## config.mk

```make
export PLATFORM = sky130hd
export DESIGN_NAME = serial_lin_status_control_ext
export DESIGN_NICKNAME = d
export VERILOG_FILES = /design/src/rtl/slsc_pkg.sv /design/src/rtl/serial_lin_status_control_ext.sv
export SDC_FILE = /design/constraint.sdc
export NUM_CORES = 1
export LEC_CHECK = 0
export BUFFER_PORTS_ARGS = -buffer_cell sky130_fd_sc_hd__buf_2
export CAP_MARGIN = 10
export CORE_MARGIN = 8
export CORE_UTILIZATION = 42
export DETAILED_ROUTE_END_ITERATION = 7
export PLACE_DENSITY_LB_ADDON = 0.3
export SLEW_MARGIN = 20
export SYNTH_ARGS = -nofsm -noshare
export SYNTH_HDL_FRONTEND = slang
export SYNTH_SLANG_ARGS = --single-unit
export TNS_END_PERCENT = 5
```

## constraint.sdc

```tcl
create_clock -name clock -period 2.3 [get_ports clock]
set_input_delay 0.46 -clock clock [delete_from_list [all_inputs] [get_ports clock]]
set_output_delay 0.46 -clock clock [all_outputs]
set_load 0.05 [all_outputs]
```

## src/rtl/slsc_pkg.sv

```systemverilog
// Notes on behaviour
// - with LIN break detection on, a detected break sets bit 7; writing one clears it.
// - active rx edge sets bit 6 (falling, or rising when inverted); writing one clears.
// - rx invert bit 4 inverts the whole received line: data, start, stop, break, idle.
// - in wakeup standby an idle sets the idle flag only if bit 3 is one.
// - transmitted break lasts 10 bit times (11 nine-bit), or 13 (14) when long.
// - framing error detection ignores the long break select bit.
// - break detect threshold is 10 (11 nine-bit), or 11 (12) with LIN detection on.
// - with LIN break detection on, framing error and buffer full flags never set.
// - read-only bit 0 sets at a valid start bit and clears at an idle line.
// - in nine-bit mode bit 7 of control three holds the received ninth bit.
// - in nine-bit mode bit 6 is the ninth transmit bit and holds until rewritten.
// - in single-wire mode bit 5 makes the tx pin an output, else an input.
// - tx invert bit 4 inverts the whole transmitted line: data, start, stop, break, idle.
// - overrun flag with enable bit 3 requests an interrupt.
// - noise flag with enable bit 2 requests an interrupt.
// - framing error flag with enable bit 1 requests an interrupt.
// - parity error flag with enable bit 0 requests an interrupt.
// - nine-bit select gives nine data bits and a frame of 11 bits instead of 10.
// - a transmitted break holds logic zero for the whole character, start and stop too.
package slsc_pkg;

    localparam logic [1:0] ADDR_STATUS_TWO    = 2'h0;
    localparam logic [1:0] ADDR_CONTROL_THREE = 2'h1;

    // status two field positions
    localparam int S2_LIN_BREAK_FLAG   = 7;
    localparam int S2_RX_EDGE_FLAG     = 6;
    localparam int S2_RX_INVERT        = 4;
    localparam int S2_WAKE_IDLE_REPORT = 3;
    localparam int S2_LONG_BREAK       = 2;
    localparam int S2_LIN_DETECT_EN    = 1;
    localparam int S2_RX_ACTIVE        = 0;

    // control three field positions
    localparam int C3_RX_NINTH   = 7;
    localparam int C3_TX_NINTH   = 6;
    localparam int C3_PIN_DIR    = 5;
    localparam int C3_TX_INVERT  = 4;
    localparam int C3_OVERRUN_IE = 3;
    localparam int C3_NOISE_IE   = 2;
    localparam int C3_FRAMING_IE = 1;
    localparam int C3_PARITY_IE  = 0;

    localparam logic [7:0] STATUS_TWO_RESET    = 8'h00;
    localparam logic [7:0] CONTROL_THREE_RESET = 8'h00;

    // lengths in bit times
    localparam logic [3:0] FRAME_BITS       = 4'hA;
    localparam logic [3:0] BREAK_DETECT     = 4'hA;
    localparam logic [3:0] BREAK_DETECT_LIN = 4'hB;
    localparam logic [3:0] BREAK_TX_SHORT   = 4'hA;
    localparam logic [3:0] BREAK_TX_LONG    = 4'hD;

    typedef enum logic [1:0] {
        SLSC_TX_PASS  = 2'h1,
        SLSC_TX_BREAK = 2'h2
    } slsc_tx_state_type;

endpackage

```

## src/rtl/serial_lin_status_control_ext.sv

```systemverilog
// The address map and the Wishbone interface to the registers were left to the implementer.
`timescale 1ns/1ns
`default_nettype none
module serial_lin_status_control_ext (
    input  wire logic       clock,
    input  wire logic       rstn,
    input  wire logic       wb_cyc_i,
    input  wire logic       wb_stb_i,
    input  wire logic       wb_we_i,
    input  wire logic [1:0] wb_adr_i,
    input  wire logic [7:0] wb_dat_i,
    input  wire logic       wb_sel_i,
    output logic      [7:0] wb_dat_o,
    output logic            wb_ack_o,
    input  wire logic       rxPin,
    input  wire logic       txPinIn,
    output logic            txPinOut,
    output logic            txPinOe,
    output logic            rxLine,
    input  wire logic       bitTick,
    input  wire logic       nineBitMode,
    input  wire logic       loopModeSelect,
    input  wire logic       receiverSourceSelect,
    input  wire logic       receiverStandby,
    input  wire logic       txSerialData,
    input  wire logic       txBreakRequest,
    output logic            txBreakActive,
    input  wire logic       rxLoad,
    input  wire logic       rxNinthIn,
    input  wire logic       rxFramingErrorIn,
    output logic            rxBufferFullSet,
    output logic            framingErrorSet,
    output logic            idleFlagSet,
    output logic            txNinthBit,
    input  wire logic       overrunFlag,
    input  wire logic       noiseFlag,
    input  wire logic       framingErrorFlag,
    input  wire logic       parityErrorFlag,
    output logic            errorIrq
);
    // bus: registered ack one cycle after the take,
    // so every access takes exactly one wait state
    // read data is zero outside the ack cycle
    // unmapped index or low select: acked, write dropped
    //
    // rx: three sync stages, a level is taken once
    // stages two and three agree; one-cycle glitches die
    // polarity is fixed after the filter, so edges
    // and counts see the corrected level
    //
    // break and idle lengths count bit ticks, so a
    // detection may land up to one bit time late
    //
    // tx: a break overrides the serial data and
    // ignores new requests until its count runs out
    //
    // the error request is a registered level
    //
    // the bus ack never depends on rx or tx state
    // so register access works in any mode

    // port groups:
    //   wb_*      register bus
    //   rxPin     receive pin, rxLine its corrected level
    //   txPin*    transmit pin drive and enable
    //   bitTick   one pulse per bit time
    //   modes     frame format and routing inputs
    //   rx*, tx*  handshakes with the shifters
    //   *Flag     error sources for errorIrq

    // status two: 7 break, 6 edge, 4 rx invert,
    //   3 idle report, 2 long break, 1 LIN detect,
    //   0 receiver active, 5 reads zero
    // control three: 7 rx ninth, 6 tx ninth,
    //   5 pin direction, 4 tx invert, 3..0 enables

    // limitations:
    //   txPinIn is unused; in single-wire mode the
    //   outer receiver takes the pin level itself
    //   the rx ninth bit is not captured while LIN
    //   detection masks the load
    //   low counts saturate at fifteen; harmless, the
    //   flag fires once per low stretch
    //   standby itself belongs to the main control
    //   the wake idle bit gates only the pulse

    // trade-offs:
    //   tick counting keeps counters at four bits,
    //   at up to one bit time of latency
    //   the registered read mux costs a cycle but
    //   keeps decode gates off the bus outputs
    //   one-hot tx states cost a flop, save decode


    // all state is one record: one comb block
    // builds the next record, one flop stage holds it
    // fields are grouped: bus, registers, rx, tx, out
    typedef struct packed {
        logic                       ack;
        logic [7:0]                 rdat;
        logic                       linBreakFlag;
        logic                       rxEdgeFlag;
        logic                       rxPolarityInvert;
        logic                       wakeIdleReport;
        logic                       longBreakSelect;
        logic                       linBreakDetectEnable;
        logic                       receiverActiveFlag;
        logic                       rxNinthBit;
        logic                       txNinthBit;
        logic                       singleWirePinDirection;
        logic                       txPolarityInvert;
        logic [3:0]                 irqEnable;
        logic [2:0]                 sync;
        logic                       rxLevel;
        logic [3:0]                 lowCount;
        logic                       breakSeen;
        logic [3:0]                 highCount;
        slsc_pkg::slsc_tx_state_type txState;
        logic                       breakActive;
        logic [3:0]                 txCount;
        logic                       txPin;
        logic                       txOe;
        logic                       rxOut;
        logic                       irq;
        logic                       idlePulse;
        logic                       framingPulse;
        logic                       fullPulse;
    } slsc_state_type;

    slsc_state_type state_q;
    slsc_state_type state_d;

    // helper terms
    logic       busRequest;
    logic       busWrite;
    logic       busRead;
    logic       hitStatus;
    logic       hitControl;
    logic       rawPrev;
    logic       rawNew;
    logic       dataPrev;
    logic       dataNew;
    logic       activeEdge;
    logic       singleWire;
    logic [3:0] frameLen;
    logic [3:0] breakThreshold;
    logic [3:0] breakTxLen;
    logic       breakDetected;
    logic       idleDetected;
    logic       clearLinBreak;
    logic       clearRxEdge;
    logic [3:0] errorFlags;

    // a take is blocked while ack is high
    always_comb begin
        busRequest = wb_cyc_i & wb_stb_i & ~state_q.ack;
        busWrite   = busRequest & wb_we_i & wb_sel_i;
        busRead    = busRequest & ~wb_we_i;
        hitStatus  = wb_adr_i == slsc_pkg::ADDR_STATUS_TWO;
        hitControl = wb_adr_i == slsc_pkg::ADDR_CONTROL_THREE;

        // only the filtered level is looked at, never the first sync stage
        rawPrev = state_q.rxLevel;
        rawNew  = (state_q.sync[1] == state_q.sync[2]) ? state_q.sync[2] : state_q.rxLevel;
        dataPrev = rawPrev ^ state_q.rxPolarityInvert;
        dataNew  = rawNew ^ state_q.rxPolarityInvert;
        activeEdge = state_q.rxPolarityInvert ? (~rawPrev & rawNew) : (rawPrev & ~rawNew);

        frameLen = slsc_pkg::FRAME_BITS + {3'h0, nineBitMode};
        breakThreshold = (state_q.linBreakDetectEnable ? slsc_pkg::BREAK_DETECT_LIN : slsc_pkg::BREAK_DETECT)
                         + {3'h0, nineBitMode};
        breakTxLen = (state_q.longBreakSelect ? slsc_pkg::BREAK_TX_LONG : slsc_pkg::BREAK_TX_SHORT)
                     + {3'h0, nineBitMode};

        breakDetected = bitTick & ~dataNew & ~state_q.breakSeen
                        & (state_q.lowCount + 4'h1 >= breakThreshold);
        idleDetected  = bitTick & dataNew & state_q.receiverActiveFlag
                        & (state_q.highCount + 4'h1 >= frameLen);

        clearLinBreak = busWrite & hitStatus & wb_dat_i[slsc_pkg::S2_LIN_BREAK_FLAG];
        clearRxEdge   = busWrite & hitStatus & wb_dat_i[slsc_pkg::S2_RX_EDGE_FLAG];

        singleWire = loopModeSelect & receiverSourceSelect;
        errorFlags = {overrunFlag, noiseFlag, framingErrorFlag, parityErrorFlag};
    end

    // next-state record; every field has a default
    always_comb begin
        state_d = state_q;

        state_d.ack  = busRequest;
        state_d.rdat = 8'h00;
        if (busRead && hitStatus) begin
            state_d.rdat[slsc_pkg::S2_LIN_BREAK_FLAG]   = state_q.linBreakFlag;
            state_d.rdat[slsc_pkg::S2_RX_EDGE_FLAG]     = state_q.rxEdgeFlag;
            state_d.rdat[slsc_pkg::S2_RX_INVERT]        = state_q.rxPolarityInvert;
            state_d.rdat[slsc_pkg::S2_WAKE_IDLE_REPORT] = state_q.wakeIdleReport;
            state_d.rdat[slsc_pkg::S2_LONG_BREAK]       = state_q.longBreakSelect;
            state_d.rdat[slsc_pkg::S2_LIN_DETECT_EN]    = state_q.linBreakDetectEnable;
            state_d.rdat[slsc_pkg::S2_RX_ACTIVE]        = state_q.receiverActiveFlag;
        end else if (busRead && hitControl) begin
            state_d.rdat[slsc_pkg::C3_RX_NINTH]  = state_q.rxNinthBit;
            state_d.rdat[slsc_pkg::C3_TX_NINTH]  = state_q.txNinthBit;
            state_d.rdat[slsc_pkg::C3_PIN_DIR]   = state_q.singleWirePinDirection;
            state_d.rdat[slsc_pkg::C3_TX_INVERT] = state_q.txPolarityInvert;
            state_d.rdat[3:0]                    = state_q.irqEnable;
        end

        if (busWrite && hitStatus) begin
            state_d.rxPolarityInvert     = wb_dat_i[slsc_pkg::S2_RX_INVERT];
            state_d.wakeIdleReport       = wb_dat_i[slsc_pkg::S2_WAKE_IDLE_REPORT];
            state_d.longBreakSelect      = wb_dat_i[slsc_pkg::S2_LONG_BREAK];
            state_d.linBreakDetectEnable = wb_dat_i[slsc_pkg::S2_LIN_DETECT_EN];
        end
        if (busWrite && hitControl) begin
            // ninth tx bit held until rewritten
            state_d.txNinthBit             = wb_dat_i[slsc_pkg::C3_TX_NINTH];
            state_d.singleWirePinDirection = wb_dat_i[slsc_pkg::C3_PIN_DIR];
            state_d.txPolarityInvert       = wb_dat_i[slsc_pkg::C3_TX_INVERT];
            state_d.irqEnable              = wb_dat_i[3:0];
        end

        // sync resets to ones: no false start
        // only stages two and three are compared
        // first stage feeds only the second
        state_d.sync    = {state_q.sync[1:0], rxPin};
        state_d.rxLevel = rawNew;
        state_d.rxOut   = dataNew;

        state_d.rxEdgeFlag = (state_q.rxEdgeFlag & ~clearRxEdge) | activeEdge;

        if (dataNew) begin
            state_d.lowCount  = 4'h0;
            state_d.breakSeen = 1'b0;
        end else if (bitTick && state_q.lowCount != 4'hF) begin
            state_d.lowCount = state_q.lowCount + 4'h1;
        end
        if (breakDetected) begin
            state_d.breakSeen = 1'b1;
        end
        // flag only with LIN detection on, set beats clear
        state_d.linBreakFlag = (state_q.linBreakFlag & ~clearLinBreak)
                               | (breakDetected & state_q.linBreakDetectEnable);

        if (!dataNew) begin
            state_d.highCount = 4'h0;
        end else if (bitTick && state_q.highCount != 4'hF) begin
            state_d.highCount = state_q.highCount + 4'h1;
        end
        // active from start edge until an idle line
        if (dataPrev && !dataNew) begin
            state_d.receiverActiveFlag = 1'b1;
        end else if (idleDetected) begin
            state_d.receiverActiveFlag = 1'b0;
        end
        // idle in standby reported only on request
        state_d.idlePulse = idleDetected & (~receiverStandby | state_q.wakeIdleReport);

        // side data is taken valid with the load
        // LIN detection masks framing and buffer full; long select plays no part
        state_d.framingPulse = rxLoad & rxFramingErrorIn & ~state_q.linBreakDetectEnable;
        state_d.fullPulse    = rxLoad & ~state_q.linBreakDetectEnable;
        // ninth rx bit captured with the byte
        if (rxLoad && !state_q.linBreakDetectEnable && nineBitMode) begin
            state_d.rxNinthBit = rxNinthIn;
        end

        // break count loads on the request and
        // counts down on ticks; mid-break requests
        // are not looked at

        case (state_q.txState)
            slsc_pkg::SLSC_TX_PASS: begin
                if (txBreakRequest) begin
                    state_d.txState = slsc_pkg::SLSC_TX_BREAK;
                    state_d.txCount = breakTxLen;
                end
            end
            slsc_pkg::SLSC_TX_BREAK: begin
                if (bitTick) begin
                    state_d.txCount = state_q.txCount - 4'h1;
                    if (state_q.txCount == 4'h1) begin
                        state_d.txState = slsc_pkg::SLSC_TX_PASS;
                    end
                end
            end
            default: begin
                state_d.txState = slsc_pkg::SLSC_TX_PASS;
                state_d.txCount = 4'h0;
            end
        endcase

        // next state drives the pin so it drops
        // on the edge the break begins
        // break is zero the whole character; whole line inverted
        state_d.txPin = ((state_d.txState == slsc_pkg::SLSC_TX_BREAK) ? 1'b0 : txSerialData)
                        ^ state_q.txPolarityInvert;
        // direction matters only in single-wire mode
        state_d.txOe = singleWire ? state_q.singleWirePinDirection : 1'b1;
        // own flop keeps the status output free of decode
        state_d.breakActive = state_d.txState == slsc_pkg::SLSC_TX_BREAK;

        // one cycle behind the flags
        // overrun; noise; framing; parity; merged
        state_d.irq = |(errorFlags & state_q.irqEnable);
    end

    // reset leaves lines idle high, pin driven
    // so nothing looks like a start bit
    always_ff @(posedge clock or negedge rstn) begin
        if (!rstn) begin
            state_q         <= '0;
            state_q.sync    <= 3'h7;
            state_q.rxLevel <= 1'b1;
            state_q.rxOut   <= 1'b1;
            state_q.txPin   <= 1'b1;
            state_q.txOe    <= 1'b1;
            state_q.txState <= slsc_pkg::SLSC_TX_PASS;
        end else begin
            state_q <= state_d;
        end
    end

    // txPinIn is seen by the receive path of the outer logic in single-wire mode
    // plain register copies, no gates
    assign wb_dat_o        = state_q.rdat;
    assign wb_ack_o        = state_q.ack;
    assign txPinOut        = state_q.txPin;
    assign txPinOe         = state_q.txOe;
    assign rxLine          = state_q.rxOut;
    assign txBreakActive   = state_q.breakActive;
    assign rxBufferFullSet = state_q.fullPulse;
    assign framingErrorSet = state_q.framingPulse;
    assign idleFlagSet     = state_q.idlePulse;
    assign txNinthBit      = state_q.txNinthBit;
    assign errorIrq        = state_q.irq;

endmodule
`default_nettype wire

```

==> flow_summary.json, run 1 <==
{
  "status": "completed",
  "post-cts-setup-buffers": 0,
  "worst-path-stages": 6,
  "drc_errors": 0,
  "internal_power_mw": 1.55,
  "worst_pin_slew_ns": 0.604,
  "grtUsageTotal_pct": 11.8,
  "fp.dieW_um": 92.2,
  "wire_per_inst_um": 14.4,
  "fillers": 512,
  "path_max_fanout": 4,
  "rr_worst_depth": 6,
  "syn_to_final_growth_pct": 15.2,
  "synth_area_leaders": "dfrtp_1, dfstp_2, ha_1",
  "setup_viol": 0,
  "pwr-share-comb_pct": 29.7,
  "holdBufCountCts": 0,
  "power_frac_seq_pct": 48.5,
  "multi_input_area_mm2": 0.00103,
  "cts_tree": "yes",
  "clock_tree.root_cell": "clkbuf_8",
  "port_buffers": 48,
  "clk_pin_slew_ns": 0.10,
  "yosysSeqAreaShare_pct": 52.7,
  "antenna_cells": 0,
  "wl_mm": 4.71,
  "cts_resized": 0,
  "place_congestion": 0.796,
  "pwr-share-clk_pct": 21.8,
  "post-dp-hpwl_mm": 3.62,
  "start_kind": "flip-flop",
  "max_freq_ghz": 0.518,
  "synth_edf_count": 0,
  "netlist-cell-type-count": 44,
  "clock_skew_ns": 0.0116,
  "cp_top_family": "compound AO/OA/AOI/OAI gates",
  "finalHoldViolCount": 0,
  "endpoint_kind": "flip-flop",
  "p_per_area_mw_per_mm2": 852,
  "rows": 27,
  "switching_share_pct": 35.2,
  "yosys_warnings": 0,
  "via_per_inst": 5.04,
  "grt_pass1_vias": 1690,
  "synth_flop_cell": "dfrtp_1",
  "cp_num_buf_inv": 0,
  "grt_start_max_net_pins": 27,
  "num_vias": 1652,
  "worstPathRequired_ns": 2.54,
  "min_path_type": "in2async",
  "cp_common_cell": "ha_1",
  "fin_crit_ns": 1.93,
  "clk_latency_ns": 0.30,
  "clockBufferDepth": 2,
  "nets": 300,
  "synth-seq-cells": 51,
  "synth_top_cell_area_share_pct": 44.1,
  "critPathMaxStageDelay_ns": 0.43,
  "htreeDepth": 2,
  "finalCritPeriodShare_pct": 83.9,
  "hold_ws_ns": 0.151,
  "drtAntennaViolNets": 0,
  "core_mm2": 0.00557,
  "worstSetupPathType": "reg2reg",
  "yosys.area.top_type": "dfrtp_1",
  "async_flop_share_pct": 100,
  "ioPinCount": 50,
  "p_leak_nw": 1.39,
  "regArea_mm2": 0.00129,
  "slowest_stage": "dfrtp_1",
  "grt_overflow": 0,
  "cts_buffers": 5,
  "clock-sinks": 51,
  "syn_nets": 255,
  "grt_setup_unrepaired": "no",
  "slew_violations": 0,
  "timing.critical_path.cells": "ha_1, xor2_1, ha_1, a21oi_1, a2111oi_2, a32o_1",
  "antenna_found_initial": 0,
  "grt_pass1_wl_mm": 8.04,
  "p_sw_uw": 843,
  "finalSetupTns_ns": 0,
  "syn-mean-instance-area_um2": 11.6,
  "max_slew_margin_pct": 59.7,
  "worstPathArrival_ns": 2.17,
  "syn-instance-count": 210,
  "drv_cap": 0,
  "first_pass_iters": 4,
  "drive_gt1_share_pct": 32.4,
  "die_y_um": 92.2,
  "start_util_pct": 43.7,
  "ir_drop_mv": 0.522,
  "syn_area_mm2": 0.00244,
  "drtIter0Drc": 57,
  "dieArea_mm2": 0.00850
}
==> sequential cells by signal, indices dropped and copies added, names as in the netlist <==
signal / count
framingErrorSet: 1
rxLine: 1
state_d: 2
wb_dat_o: 8
rawPrev: 1
txPinOe: 1
txNinthBit: 1
wb_ack_o: 1
idleFlagSet: 1
state_q: 30
rxBufferFullSet: 1
txBreakActive: 1
errorIrq: 1
txPinOut: 1
==> layout by cell type, fill, tap and decap left out, types with 2 or more instances in the layout <==
cell / count
buf_2: 48
nor3_1: 4
a22oi_1: 2
xnor2_1: 3
nand2b_1: 3
xor2_1: 6
nand3b_1: 2
o31ai_1: 2
and3_1: 2
mux2_2: 12
and4b_1: 2
nand3_1: 8
a21oi_1: 8
mux2i_1: 7
a22o_1: 2
inv_1: 13
clkbuf_8: 5
nand2_1: 15
o22ai_1: 2
ha_1: 13
clkinv_4: 2
o21a_1: 2
o21ai_0: 6
dfrtp_1: 43
dfstp_2: 8
nor2_1: 16
==> final timing paths <==
path / start / endpoint / slack [ns]
max: state_q[19] / state_q[41] / 0.37
min: rstn / wb_dat_o[2] / 0.15
max reg2reg: state_q[19] / state_q[41] / 0.37
min reg2reg: state_d[25] / state_d[26] / 0.36
max in group asynchronous: rstn / rxLine / 1.52
min in group clock: rxPin / state_d[25] / 0.25
==> metal layers <==
metal	vias to the layer above	track usage, %	wire (um)
li1	815	-	-
met1	799	13.2	2000
met2	32	20.9	2420
met3	6	3.91	238
met4	0	2.95	44
met5	-	0	0
==> cell type report <==
type	instances	share of cell area [%]
flip-flops and latches	51	45.8
multi-input cells	135	36.7
repair buffers	49	9.26
well taps	72	3.21
clock buffers	5	2.45
inverters	13	1.74
clock inverters	3	0.890
==> synth_stat cells, types with 4 or more instances <==
master and n:
inv_1 13, nor2_1 16, ha_1 13, nand3_1 8, dfrtp_1 43, a21oi_1 8
o21ai_0 6, nand2_1 15, xor2_1 6, mux2_2 12, dfstp_2 8, mux2i_1 7
nor3_1 4, buf_4 8
==> through the flow <==
stage	utilization [%]	setup slack (ns)	total power [mW]	instances	area, um2
after floorplan	-	0.504	1.70	210	2440
after CTS	50.4	0.355	2.43	328	2810
final	50.4	0.370	2.40	328	2810
after global routing	50.4	0.212	2.57	328	2810
after global placement	48.7	0.313	1.87	320	2720
after detailed placement	48.7	0.262	1.89	320	2720
==> power by group through the flow <==
stage | sequential, mW | clock, mW | combinational (mW)
after floorplan | 1.27 | 0 | 0.431
after global placement | 1.17 | 0 | 0.704
after detailed placement | 1.18 | 0 | 0.716
after CTS | 1.16 | 0.544 | 0.721
after global routing | 1.18 | 0.585 | 0.800
final | 1.16 | 0.522 | 0.711
==> logic make-up (layout without fill, tap and decap cells) <==
family	count (synthesis)	count (layout)	share of synthesized area, %
AND/OR/NAND/NOR	60	60	13.4
buffers and inverters	24	70	4.98
AO/OA/AOI/OAI	32	32	8.88
multiplexers	19	19	8.41
XOR/XNOR	10	10	4.36
flip-flops	51	51	52.7
adder cells (fa/ha/maj)	14	14	7.23
Power figures use the tool's default switching activity.
==> inputs of run 2 (changes only) <==
==> constraint.sdc (replaced) <==
create_clock -name clock -period 2 [get_ports clock]
set_input_delay 0.4 -clock clock [delete_from_list [all_inputs] [get_ports clock]]
set_output_delay 0.4 -clock clock [all_outputs]
set_load 0.05 [all_outputs]
==> run 2 against run 1 <==
Effect of this change: worst setup slack got worse by 0.28 ns; non-clock buffer count grew 3; final cell count grew 0.91%; sequential cell count did not move; utilization is 1.4 points higher; clock power increased by 60%; count of clock-buffer cells in the layout grew 1; routed wire length rose by 5.5%; combinational power rose by 19%; sequential power increased by 16%; register-to-register slack worse by 0.28 ns; clock skew decreased by 0.0070 ns; largest power group unchanged.
==> flow_summary.json, run 2 (synthesized netlist as in run 1, its figures left out) <==
{
  "status": "completed",
  "path_max_fanout": 4,
  "nets": 303,
  "grtUsageTotal_pct": 12.2,
  "switching_share_pct": 32.2,
  "antenna_cells": 0,
  "slowest_stage": "dfrtp_1",
  "worstPathRequired_ns": 2.24,
  "clockBufferDepth": 2,
  "p_leak_nw": 1.42,
  "ir_drop_mv": 0.451,
  "place_area_mm2": 0.00274,
  "design_area_mm2": 0.00289,
  "place_congestion": 0.799,
  "max_freq_ghz": 0.524,
  "ioPinCount": 50,
  "start_kind": "flip-flop",
  "drtAntennaViolNets": 0,
  "rr_startpoint": "state_q[19]",
  "p_per_area_mw_per_mm2": 1050,
  "final_common_cell": "buf_2",
  "cts_buffers": 5,
  "antenna_found_initial": 0,
  "first_pass_iters": 4,
  "grt_setup_unrepaired": "no",
  "final_cell_mix": "buf_2, dfrtp_1, nor2_1",
  "wl_mm": 4.97,
  "worst_pin_slew_ns": 0.505,
  "power_frac_seq_pct": 44.3,
  "clk_pin_slew_ns": 0.09,
  "die_y_um": 92.2,
  "num_vias": 1675,
  "grt_start_max_net_pins": 34,
  "post-dp-hpwl_mm": 3.71,
  "r2r_slack_ns": 0.09,
  "clock-sinks": 51,
  "worstPathArrival_ns": 2.15,
  "port_buffers": 48,
  "cts_resized": 0,
  "drive_gt1_share_pct": 33.2,
  "timing.critical_path.cells": "ha_2, xor2_1, ha_1, nand3_1, a2111oi_4, a32o_1",
  "fin_crit_ns": 1.91,
  "drc_errors": 0,
  "htreeDepth": 2,
  "core_mm2": 0.00557,
  "holdBufCountCts": 0,
  "max_slew_margin_pct": 66.3,
  "cts_tree": "yes",
  "rr_endpoint": "state_q[41]",
  "dieArea_mm2": 0.00850,
  "fp.dieW_um": 92.2,
  "endpoint_kind": "flip-flop",
  "critPathMaxStageDelay_ns": 0.43,
  "wire_per_inst_um": 15.0,
  "fin_ws_ns": 0.0907,
  "drtIter0Drc": 46,
  "grt_overflow": 0,
  "finalPower_mw": 3.02,
  "worstSetupPathType": "reg2reg",
  "finalHoldViolCount": 0,
  "p_sw_uw": 971,
  "syn_to_final_growth_pct": 18.4,
  "internal_power_mw": 2.05,
  "slew_violations": 0,
  "grt_pass1_wl_mm": 8.38,
  "rr_worst_depth": 6,
  "clk_latency_ns": 0.30,
  "setup_viol": 0,
  "drv_cap": 0,
  "fillers": 517,
  "pwr-share-comb_pct": 28.1,
  "finalCritPeriodShare_pct": 95.5,
  "post-cts-setup-buffers": 0,
  "via_per_inst": 5.06,
  "largest_reg_flops": 30,
  "grt_pass1_vias": 1808,
  "clock_skew_ns": 0.00463,
  "start_util_pct": 43.7,
  "min_path_type": "in2async",
  "rows": 27,
  "clock_tree.root_cell": "clkbuf_8",
  "pre_cts_slack_ns": 0.0943,
  "finalSetupTns_ns": 0,
  "pwr-share-clk_pct": 27.6,
  "regMostFlops": "state_q"
}
-- run 2: cell types whose count changed in the layout (fill, tap and decap cells not counted), sizes merged --
cell | before | now
buf | 49 | 52
bufinv | 0 | 2
clkinv | 2 | 0
clkbuf | 5 | 6
clkinvlp | 1 | 0
-- run 2: area by class of cell --
cell class	count	area, um2	share of cell area, %
flip-flops and latches	51	1290	44.6
multi-input cells	135	1050	36.2
clock inverters	2	60.1	2.08
inverters	13	48.8	1.69
repair buffers	52	283	9.80
clock buffers	6	72.6	2.51
well taps	72	90.1	3.12
-- run 2: how the worst max path moves through the flow --
stage	endpoint	start	slack [ns]
floorplan	state_q[41]	state_q[19]	0.20
global placement	state_q[41]	state_q[19]	0.11
detailed placement	state_q[41]	state_q[19]	0.09
CTS	state_q[41]	state_q[19]	0.07
global route	state_q[41]	state_q[19]	0.009
finish	state_q[41]	state_q[19]	0.09
-- run 2: stage by stage --
step | utilization, % | hold slack, ns | cells
global placement | 49.1 | 0.346 | 323
CTS | 51.5 | 0.0570 | 331
finish | 51.8 | 0.0365 | 331
detailed placement | 49.1 | 0.350 | 323
floorplan | - | 0.104 | 210
global route | 51.8 | 0.0565 | 331
-- run 2: worst max-delay path: cells and delay by family (launching register included) --
family,cells,cell delay (ns)
flip-flops,1,0.43
XOR/XNOR,1,0.16
AND/OR/NAND/NOR,1,0.13
AO/OA/AOI/OAI,2,0.59
adder cells (fa/ha/maj),2,0.53
-- run 2: layer usage --
layer	track usage, %	wire length (um)	vias to the layer above
met4	3.49	48	0
li1	-	-	818
met2	21.7	2570	38
met5	0	0	-
met1	13.6	2070	814
met3	3.83	280	5
-- run 2: power by group through the flow --
stage          Combinational [mW]  Clock [mW]  Sequential [mW]
2_1_floorplan               0.495           0             1.46
3_3_place_gp                0.827           0             1.34
3_5_place_dp                0.845           0             1.35
4_1_cts                     0.850       0.857             1.34
5_1_grt                     0.952       0.913             1.36
6_report                    0.848       0.834             1.34
